--- config.mk ---
export PLATFORM = sky130hd
export DESIGN_NAME = tpw_waveform
export DESIGN_NICKNAME = d
export VERILOG_FILES = /design/src/verilog/tpw_waveform.v
export VERILOG_INCLUDE_DIRS = /design/src /design/src/verilog
export SDC_FILE = /design/constraint.sdc
export NUM_CORES = 1
export LEC_CHECK = 0
export BUFFER_PORTS_ARGS = -buffer_cell sky130_fd_sc_hd__buf_2
export CAP_MARGIN = 20
export CORE_AREA = 2 2 467 237
export DETAILED_ROUTE_END_ITERATION = 10
export DIE_AREA = 0 0 469 239
export MAX_ROUTING_LAYER = met4
export PLACE_DENSITY_LB_ADDON = 0.1
export SETUP_SLACK_MARGIN = 0.02
export SLEW_MARGIN = 25
export SYNTH_ARGS = -nofsm -noshare
export SYNTH_HDL_FRONTEND = slang
export SYNTH_SLANG_ARGS = --single-unit
export TNS_END_PERCENT = 10
--- constraint.sdc ---
create_clock -name clk_i -period 35.9 [get_ports clk_i]
set_clock_uncertainty 0.05 [all_clocks]
set_input_delay 1.795 -clock clk_i [delete_from_list [all_inputs] [get_ports clk_i]]
set_output_delay 1.795 -clock clk_i [all_outputs]
set_load 0.03 [all_outputs]
--- src/verilog/tpw_defines.vh ---
`ifndef TPW_DEFINES_VH
`define TPW_DEFINES_VH

// Register offsets on the control port
`define TPW_OFF_TEMPLATE   8'h06
`define TPW_OFF_SCALE      8'h07
`define TPW_OFF_ACCESS     8'h08
`define TPW_OFF_SAMPLE     8'h09
`define TPW_OFF_INT_MASK   8'h15
`define TPW_OFF_INT_STAT   8'h1A

// Access control field positions
`define TPW_SUB_LSB        0
`define TPW_SUB_MSB        3
`define TPW_UI_LSB         4
`define TPW_UI_MSB         5
`define TPW_DIR_BIT        6
`define TPW_GO_BIT         7

// Sample field positions
`define TPW_SIGN_BIT       6
`define TPW_MAG_MSB        5

// Overflow bit in mask and status registers
`define TPW_OVF_BIT        0

// Template codes and reset values
`define TPW_TPL_E1_75      4'h0
`define TPW_TPL_E1_120     4'h1
`define TPW_TPL_T1_SHORT   4'h2
`define TPW_TPL_RESET      4'h0
`define TPW_SCALE_E1       6'h21
`define TPW_SCALE_T1       6'h36
`define TPW_MAG_MAX        9'h03F

// System clock cycles per sub-phase enable
`define TPW_SUB_DIV        8

`endif

--- src/verilog/tpw_waveform.v ---
// Functional notes
// - template code 11xx selects arbitrary waveform
// - pulse spans four intervals, two-bit index
// - sixteen sub-phases per interval, four-bit index
// - samples are signed magnitude, +63 to -63
// - waveform RAM holds sixty-four samples
// - three preset templates kept in ROM, other non-11xx codes load zeros
// - sample register carries RAM write/read data
// - direction zero writes, one reads
// - go bit runs the addressed RAM access
// - summed overlap beyond limit sets overflow
// - masked overflow flag raises interrupt
// - scaling applies only in arbitrary mode
// - E1 scale default 100001, 3% step
// - short T1 scale default 110110, 2% step
// - long haul picks one of four grades
`timescale 1ns/10ps
`include "tpw_defines.vh"
module tpw_waveform #(
  parameter SUB_DIV = `TPW_SUB_DIV
) (
  input  wire       clk_i,
  input  wire       resetn_i,
  input  wire [7:0] reg_addr_i,
  input  wire [7:0] reg_wdata_i,
  input  wire       reg_wr_i,
  input  wire       reg_rd_i,
  output reg  [7:0] reg_rdata_o,
  input  wire       tx_mark_i,
  input  wire       tx_neg_i,
  output wire       sub_tick_o,
  output reg  [9:0] line_amp_o,
  output wire       long_haul_o,
  output wire [1:0] lbo_grade_o,
  output wire       int_o
);

  // Control and status state
  reg  [3:0] pulse_template_select;
  reg  [5:0] amplitude_scale_code;
  reg  [3:0] sub_phase_index;
  reg  [1:0] unit_interval_index;
  reg        access_dir;
  reg        access_go;
  reg  [6:0] sample_amplitude;
  reg        overflow_interrupt_mask;
  reg        overflow_status_flag;
  reg        scale_ref_e1;
  reg  [6:0] ram [0:63];
  reg        copy_active;
  reg  [5:0] copy_idx;
  reg  [3:0] copy_tpl;
  reg  [7:0] div_cnt;
  reg  [3:0] phase_cnt;
  reg  [3:0] hist_mark;
  reg  [3:0] hist_neg;
  reg        mark_meta;
  reg        mark_sync;
  reg        neg_meta;
  reg        neg_sync;
  reg signed [10:0] sum;
  reg signed [17:0] scaled;
  integer k;

  // Preset sample store; template tables not carried here load zeros
  function [6:0] tpw_rom;
    input [3:0] tpl;
    input [5:0] idx;
    begin
      tpw_rom = 7'h00;
      case (tpl)
        `TPW_TPL_E1_75: begin
          if (idx == 6'h03)
            tpw_rom = 7'h0C;
          else if (idx >= 6'h04 && idx <= 6'h0B)
            tpw_rom = 7'h30;
        end
        `TPW_TPL_E1_120: begin
          if (idx == 6'h03)
            tpw_rom = 7'h0F;
          else if (idx >= 6'h04 && idx <= 6'h0B)
            tpw_rom = 7'h3C;
        end
        `TPW_TPL_T1_SHORT: begin
          case (idx)
            6'h00: tpw_rom = 7'h17;
            6'h01: tpw_rom = 7'h27;
            6'h02: tpw_rom = 7'h27;
            6'h03: tpw_rom = 7'h26;
            6'h04: tpw_rom = 7'h25;
            6'h05: tpw_rom = 7'h25;
            6'h06: tpw_rom = 7'h25;
            6'h07: tpw_rom = 7'h24;
            6'h08: tpw_rom = 7'h23;
            6'h09: tpw_rom = 7'h4A;
            6'h0A: tpw_rom = 7'h4A;
            6'h0B: tpw_rom = 7'h49;
            6'h0C: tpw_rom = 7'h47;
            6'h0D: tpw_rom = 7'h45;
            6'h0E: tpw_rom = 7'h44;
            6'h0F: tpw_rom = 7'h43;
            6'h10: tpw_rom = 7'h42;
            6'h11: tpw_rom = 7'h41;
            default: tpw_rom = 7'h00;
          endcase
        end
        default: tpw_rom = 7'h00;
      endcase
    end
  endfunction

  // Signed-magnitude sample to two's complement, flipped for negative marks
  function signed [10:0] tpw_amp;
    input [6:0] s;
    input       neg;
    begin
      if (s[`TPW_SIGN_BIT] ^ neg)
        tpw_amp = -$signed({5'h00, s[`TPW_MAG_MSB:0]});
      else
        tpw_amp = $signed({5'h00, s[`TPW_MAG_MSB:0]});
    end
  endfunction

  wire arb_mode = (pulse_template_select[3:2] == 2'b11);
  wire lh_mode  = (pulse_template_select[3:2] == 2'b10);
  wire wr_tpl   = reg_wr_i && (reg_addr_i == `TPW_OFF_TEMPLATE);
  wire wr_acc   = reg_wr_i && (reg_addr_i == `TPW_OFF_ACCESS);
  wire wr_smp   = reg_wr_i && (reg_addr_i == `TPW_OFF_SAMPLE);
  wire rd_stat  = reg_rd_i && (reg_addr_i == `TPW_OFF_INT_STAT);
  wire [5:0] acc_idx = {unit_interval_index, sub_phase_index};
  wire do_access = access_go && !copy_active;
  wire phase_tick = (div_cnt == SUB_DIV[7:0] - 8'h01);
  wire ovf_event = phase_tick &&
                   ((sum > $signed({2'b00, `TPW_MAG_MAX})) ||
                    (sum < -$signed({2'b00, `TPW_MAG_MAX})));

  assign sub_tick_o  = phase_tick;
  assign long_haul_o = lh_mode;
  assign lbo_grade_o = pulse_template_select[1:0];
  assign int_o = overflow_status_flag & overflow_interrupt_mask;

  // Register writes and indirect RAM access sequencing
  always @(posedge clk_i) begin
    if (!resetn_i) begin
      pulse_template_select   <= `TPW_TPL_RESET;
      amplitude_scale_code    <= `TPW_SCALE_E1;
      scale_ref_e1            <= 1'b1;
      sub_phase_index         <= 4'h0;
      unit_interval_index     <= 2'h0;
      access_dir              <= 1'b0;
      access_go               <= 1'b0;
      sample_amplitude        <= 7'h00;
      overflow_interrupt_mask <= 1'b0;
      copy_active             <= 1'b1;
      copy_idx                <= 6'h00;
      copy_tpl                <= `TPW_TPL_RESET;
    end else begin
      if (wr_tpl) begin
        pulse_template_select <= reg_wdata_i[3:0];
        // Preset picked: reload RAM as a starting point and set its scale
        if (reg_wdata_i[3:2] != 2'b11) begin
          copy_active <= 1'b1;
          copy_idx    <= 6'h00;
          copy_tpl    <= reg_wdata_i[3:0];
          if (reg_wdata_i[3:1] == 3'b000) begin
            amplitude_scale_code <= `TPW_SCALE_E1;
            scale_ref_e1         <= 1'b1;
          end else begin
            amplitude_scale_code <= `TPW_SCALE_T1;
            scale_ref_e1         <= 1'b0;
          end
        end
      end else if (copy_active) begin
        copy_idx <= copy_idx + 6'h01;
        if (copy_idx == 6'h3F)
          copy_active <= 1'b0;
      end
      if (reg_wr_i && reg_addr_i == `TPW_OFF_SCALE)
        amplitude_scale_code <= reg_wdata_i[5:0];
      if (reg_wr_i && reg_addr_i == `TPW_OFF_INT_MASK)
        overflow_interrupt_mask <= reg_wdata_i[`TPW_OVF_BIT];
      // Go held pending while a ROM reload owns the RAM
      if (wr_acc) begin
        sub_phase_index     <= reg_wdata_i[`TPW_SUB_MSB:`TPW_SUB_LSB];
        unit_interval_index <= reg_wdata_i[`TPW_UI_MSB:`TPW_UI_LSB];
        access_dir          <= reg_wdata_i[`TPW_DIR_BIT];
        access_go           <= reg_wdata_i[`TPW_GO_BIT];
      end else if (do_access) begin
        access_go <= 1'b0;
      end
      if (wr_smp)
        sample_amplitude <= reg_wdata_i[6:0];
      else if (do_access && access_dir && !wr_acc)
        sample_amplitude <= ram[acc_idx];
    end
  end

  // RAM writes from the ROM reload or a software write access
  always @(posedge clk_i) begin
    if (copy_active && !wr_tpl)
      ram[copy_idx] <= tpw_rom(copy_tpl, copy_idx);
    else if (do_access && !access_dir && !wr_acc)
      ram[acc_idx] <= sample_amplitude;
  end

  // Two-flop sync; encoder levels come from the transmit clock
  // Limitation: mark and polarity must settle well before the UI ends,
  // since each bit crosses on its own and only one sample per UI is used
  always @(posedge clk_i) begin
    if (!resetn_i) begin
      mark_meta <= 1'b0;
      mark_sync <= 1'b0;
      neg_meta  <= 1'b0;
      neg_sync  <= 1'b0;
    end else begin
      mark_meta <= tx_mark_i;
      mark_sync <= mark_meta;
      neg_meta  <= tx_neg_i;
      neg_sync  <= neg_meta;
    end
  end

  // Sub-phase divider and history of the last four marks
  always @(posedge clk_i) begin
    if (!resetn_i) begin
      div_cnt   <= 8'h00;
      phase_cnt <= 4'h0;
      hist_mark <= 4'h0;
      hist_neg  <= 4'h0;
    end else if (phase_tick) begin
      div_cnt   <= 8'h00;
      phase_cnt <= phase_cnt + 4'h1;
      // New interval starts; older pulses move one UI further on
      if (phase_cnt == 4'hF) begin
        hist_mark <= {hist_mark[2:0], mark_sync};
        hist_neg  <= {hist_neg[2:0], neg_sync};
      end
    end else begin
      div_cnt <= div_cnt + 8'h01;
    end
  end

  // Overlap sum: pulse k contributes its UI k sample at this sub-phase
  always @* begin
    sum = 11'sd0;
    for (k = 0; k < 4; k = k + 1) begin
      if (hist_mark[k])
        sum = sum + tpw_amp(ram[{k[1:0], phase_cnt}], hist_neg[k]);
    end
  end

  // Ratio to the reference code keeps steps near 3% for E1, 2% for T1
  always @* begin
    scaled = sum * $signed({1'b0, amplitude_scale_code});
    if (scale_ref_e1)
      scaled = scaled / 18'sd33;
    else
      scaled = scaled / 18'sd54;
  end

  // Line amplitude; presets and build-out pass unscaled
  always @(posedge clk_i) begin
    if (!resetn_i)
      line_amp_o <= 10'h000;
    else if (phase_tick) begin
      if (arb_mode)
        line_amp_o <= scaled[9:0];
      else
        line_amp_o <= sum[9:0];
    end
  end

  // Sticky overflow; a new event wins over the clear-on-read
  always @(posedge clk_i) begin
    if (!resetn_i)
      overflow_status_flag <= 1'b0;
    else if (ovf_event)
      overflow_status_flag <= 1'b1;
    else if (rd_stat)
      overflow_status_flag <= 1'b0;
  end

  // Register read data, registered; unmapped offsets read zero
  always @(posedge clk_i) begin
    if (!resetn_i)
      reg_rdata_o <= 8'h00;
    else if (reg_rd_i) begin
      case (reg_addr_i)
        `TPW_OFF_TEMPLATE: reg_rdata_o <= {4'h0, pulse_template_select};
        `TPW_OFF_SCALE:    reg_rdata_o <= {2'b00, amplitude_scale_code};
        `TPW_OFF_ACCESS:   reg_rdata_o <= {access_go, access_dir,
                                           unit_interval_index,
                                           sub_phase_index};
        `TPW_OFF_SAMPLE:   reg_rdata_o <= {1'b0, sample_amplitude};
        `TPW_OFF_INT_MASK: reg_rdata_o <= {7'h00, overflow_interrupt_mask};
        `TPW_OFF_INT_STAT: reg_rdata_o <= {7'h00, overflow_status_flag};
        default:           reg_rdata_o <= 8'h00;
      endcase
    end
  end

endmodule

==> results.py <==
metrics = {
    "worst_setup_path": {
        "crit_required_ns": 36.32,
        "arrival_ns": 34.93,
        "critPathBufInv": 14,
        "worst-path-max-fanout": 7,
        "reg2reg_depth": 171,
        "cp_slowest_stage_delay_ns": 0.69,
        "cp_slowest_cell": "mux4_2",
        "end_kind": "flip-flop",
        "reg2reg_slack_ns": 1.39,
        "r2r-end": "line_amp_o[7]",
        "crit_type": "reg2reg",
        "critPathLaunchType": "flip-flop",
        "cp_top_family": "compound AO/OA/AOI/OAI gates",
    },
    "cells_and_area": {
        "post-route-util": 0.406,
        "area_growth_pct": 17.2,
        "layout-drive-gt1-share": 0.276,
        "finalNetCount": 3638,
        "fin_area_mm2": 0.0441,
    },
    "outcome": {
        "status": "complete, no violations",
    },
    "place": {
        "post_dp_cell_area_mm2": 0.0406,
        "dp_hpwl_um": 105000,
        "io_buffers": 44,
        "place_congestion": 0.937,
    },
    "routing": {
        "via_count": 29400,
        "avgViaCountPerCell": 5.96,
        "first_pass_iters": 5,
        "drt_iter0_markers": 3426,
        "wl_per_cell_um": 27.9,
        "wirelength_um": 138000,
        "drc": 0,
        "drtAntennaViolNets": 0,
    },
    "power_and_ir_drop": {
        "p_leak_nw": 15.8,
        "p_per_area_mw_per_mm2": 30.8,
        "ir_drop_mv": 0.0329,
    },
    "synth": {
        "synth.most_common_cell": "edfxtp_1",
        "yosysTopAreaCell": "edfxtp_1",
        "syn_area_per_cell_um2": 11.7,
        "yosysSeqAreaShare": 0.410,
        "synthesis.nets": 3425,
        "ys_ff_latch": 546,
        "synth_xor_area_frac": 0.0344,
        "synth_top_cell_area_share": 0.357,
        "syn-cell-area_mm2": 0.0376,
        "synthFlopType": "edfxtp_1",
        "yosysWarnings": 0,
        "yosysUniqueCellTypes": 128,
        "synth_area_leaders": "edfxtp_1 (36%), mux4_2 (16%), dfxtp_1 (5.2%)",
        "ys_top_cells_by_count": "edfxtp_1 (448), nor2_1 (277), mux4_2 (268)",
        "synth_edf_count": 448,
        "synth_compound_area_frac": 0.121,
        "muxShareOfSynthArea": 0.197,
        "synth_top_family_by_area": "multiplexers",
        "synthAdderAreaFrac": 0.0699,
        "synth-async-reset-ratio": 0,
        "netlist_instances": 3221,
        "synthSimpleGateAreaFrac": 0.135,
    },
    "worst_hold_path": {
        "hold_depth": 1,
        "hold_path_class": "reg2reg",
        "hold_start": "mark_meta",
        "min_to": "mark_sync",
    },
    "global_routing": {
        "first_global_vias": 27400,
        "antenna_found_initial": 12,
        "grt_pass1_wl_um": 195000,
        "grt_usage": 0.247,
        "grt_max_degree": 65,
        "overflow": 0,
    },
    "clocking": {
        "clock_latency_ns": 0.62,
        "cts_buffers": 50,
        "cts.sinks": 546,
        "htreeDepth": 2,
        "clockRootBuffer": "clkbuf_16",
        "ctsHoldBuffers": 0,
        "clockBufferDepth": 3,
        "clk_pin_slew_ns": 0.07,
        "cts_tree": "yes",
    },
    "sta": {
        "slew_violations": 0,
        "tightest_slew_ns": 1.13,
        "fin_setup_tns_ns": 0,
        "max_freq_ghz": 0.0290,
        "fin_crit_ns": 34.51,
        "setup_viol": 0,
        "min_period_over_period": 0.961,
        "final-hold-violation-count": 0,
        "slew_headroom": 0.245,
    },
    "floorplan": {
        "coreArea_mm2": 0.109,
        "ios": 45,
        "die_w_um": 469,
        "row_count": 86,
        "die_area_mm2": 0.112,
        "die_y_um": 239,
        "start_util": 0.346,
    },
    "flow_run": {
        "maxCapViolCount": 0,
    },
}
[cell usage in the layout, fill, tap and decap left out, drive strengths merged, types with 18 or more instances in the layout]
cell    synthesis  routed
nand4          23      23
nor2          278     278
nor3           74      74
a211oi         41      41
dfxtp          98      98
buf            70     312
edfxtp        448     448
a31oi          36      36
a21oi         163     163
nand3          75      75
a21o           32      32
nand2         217     217
inv           141     144
mux4          270     270
o31ai          18      18
o21ai         134     134
or3            33      33
fa             47      47
and2           79      79
xor2           42      42
ha            135     135
mux2i          89      89
or2            24      24
mux2           37      37
nand2b         45      45
xnor2         101     101
nor4           29      29
and3           31      31
o211ai         24      24
o21a           38      38
nor2b          22      22
clkbuf         85      70
[state kept, by name (all words and copies together), names as in the netlist, 6 cells and up, named ones only]
register,count
amplitude_scale_code,6
copy_idx,6
div_cnt,8
line_amp_o,10
ram,448
reg_rdata_o,8
sample_amplitude,7
[layout make-up]
type	count	area (um2)
Inverter	144	541
Timing Repair Buffer	316	2420
Sequential cell	546	15400
Multi-Input combinational cell	2376	22200
Fill cell	10300	64600
Clock buffer	67	1440
Tap cell	1452	1820
Antenna cell	7	17.5
Clock inverter	24	300
[routing by layer]
layer  up-vias  wire, um  track usage
met4         0      1310       0.0300
met1     15000     68600        0.393
met2      1324     47200        0.267
met3       100     20600        0.123
li1      12900         -            -
met5         -         0            -
[how the worst max path moves through the flow]
stage / from / end / slack (ns) / depth (start not counted)
6_report: flip-flop / line_amp_o[7] / 1.39 / 171
5_1_grt: flip-flop / line_amp_o[7] / -0.30 / 177
4_1_cts: flip-flop / line_amp_o[7] / 0.03 / 176
3_5_place_dp: flip-flop / line_amp_o[1] / -1.28 / 172
3_3_place_gp: flip-flop / line_amp_o[1] / -0.45 / 170
2_1_floorplan: flip-flop / line_amp_o[1] / 0.03 / 179
[logic make-up after synthesis]
logic type / after synthesis
and+or+nand+nor: 998
AOI/OAI and AO/OA: 657
DFF: 546
muxes: 396
buffers and inverters: 299
adders and majority gates: 182
xor gates and xnor gates: 143
[per-stage QoR]
stage	setup slack [ns]	cells	hold WS, ns	power, mW
after detailed placement	-1.28	4747	0.385	0.778
after global routing	-0.302	4929	0.410	1.40
after global placement	-0.450	4747	0.377	0.776
after CTS	0.0299	4855	0.404	1.36
after floorplan	0.0350	3221	0.362	0.750
final	1.39	4932	0.392	1.36
[report_power, final]
part / internal (mW) / switching (mW)
Sequential: 0.686 / 0.00310
Clock: 0.327 / 0.253
Combinational: 0.0348 / 0.0547
Total: 1.05 / 0.310
[timing repair]
item                                    CTS  global route
gates cloned                              1             2
buffers inserted                         16            67
gates resized for setup                  28           193
pin swaps                                 9           103
endpoints found under the setup margin   10            10
hold endpoints to repair                  0             0
Note: power is estimated with default switching activity, not from simulation.
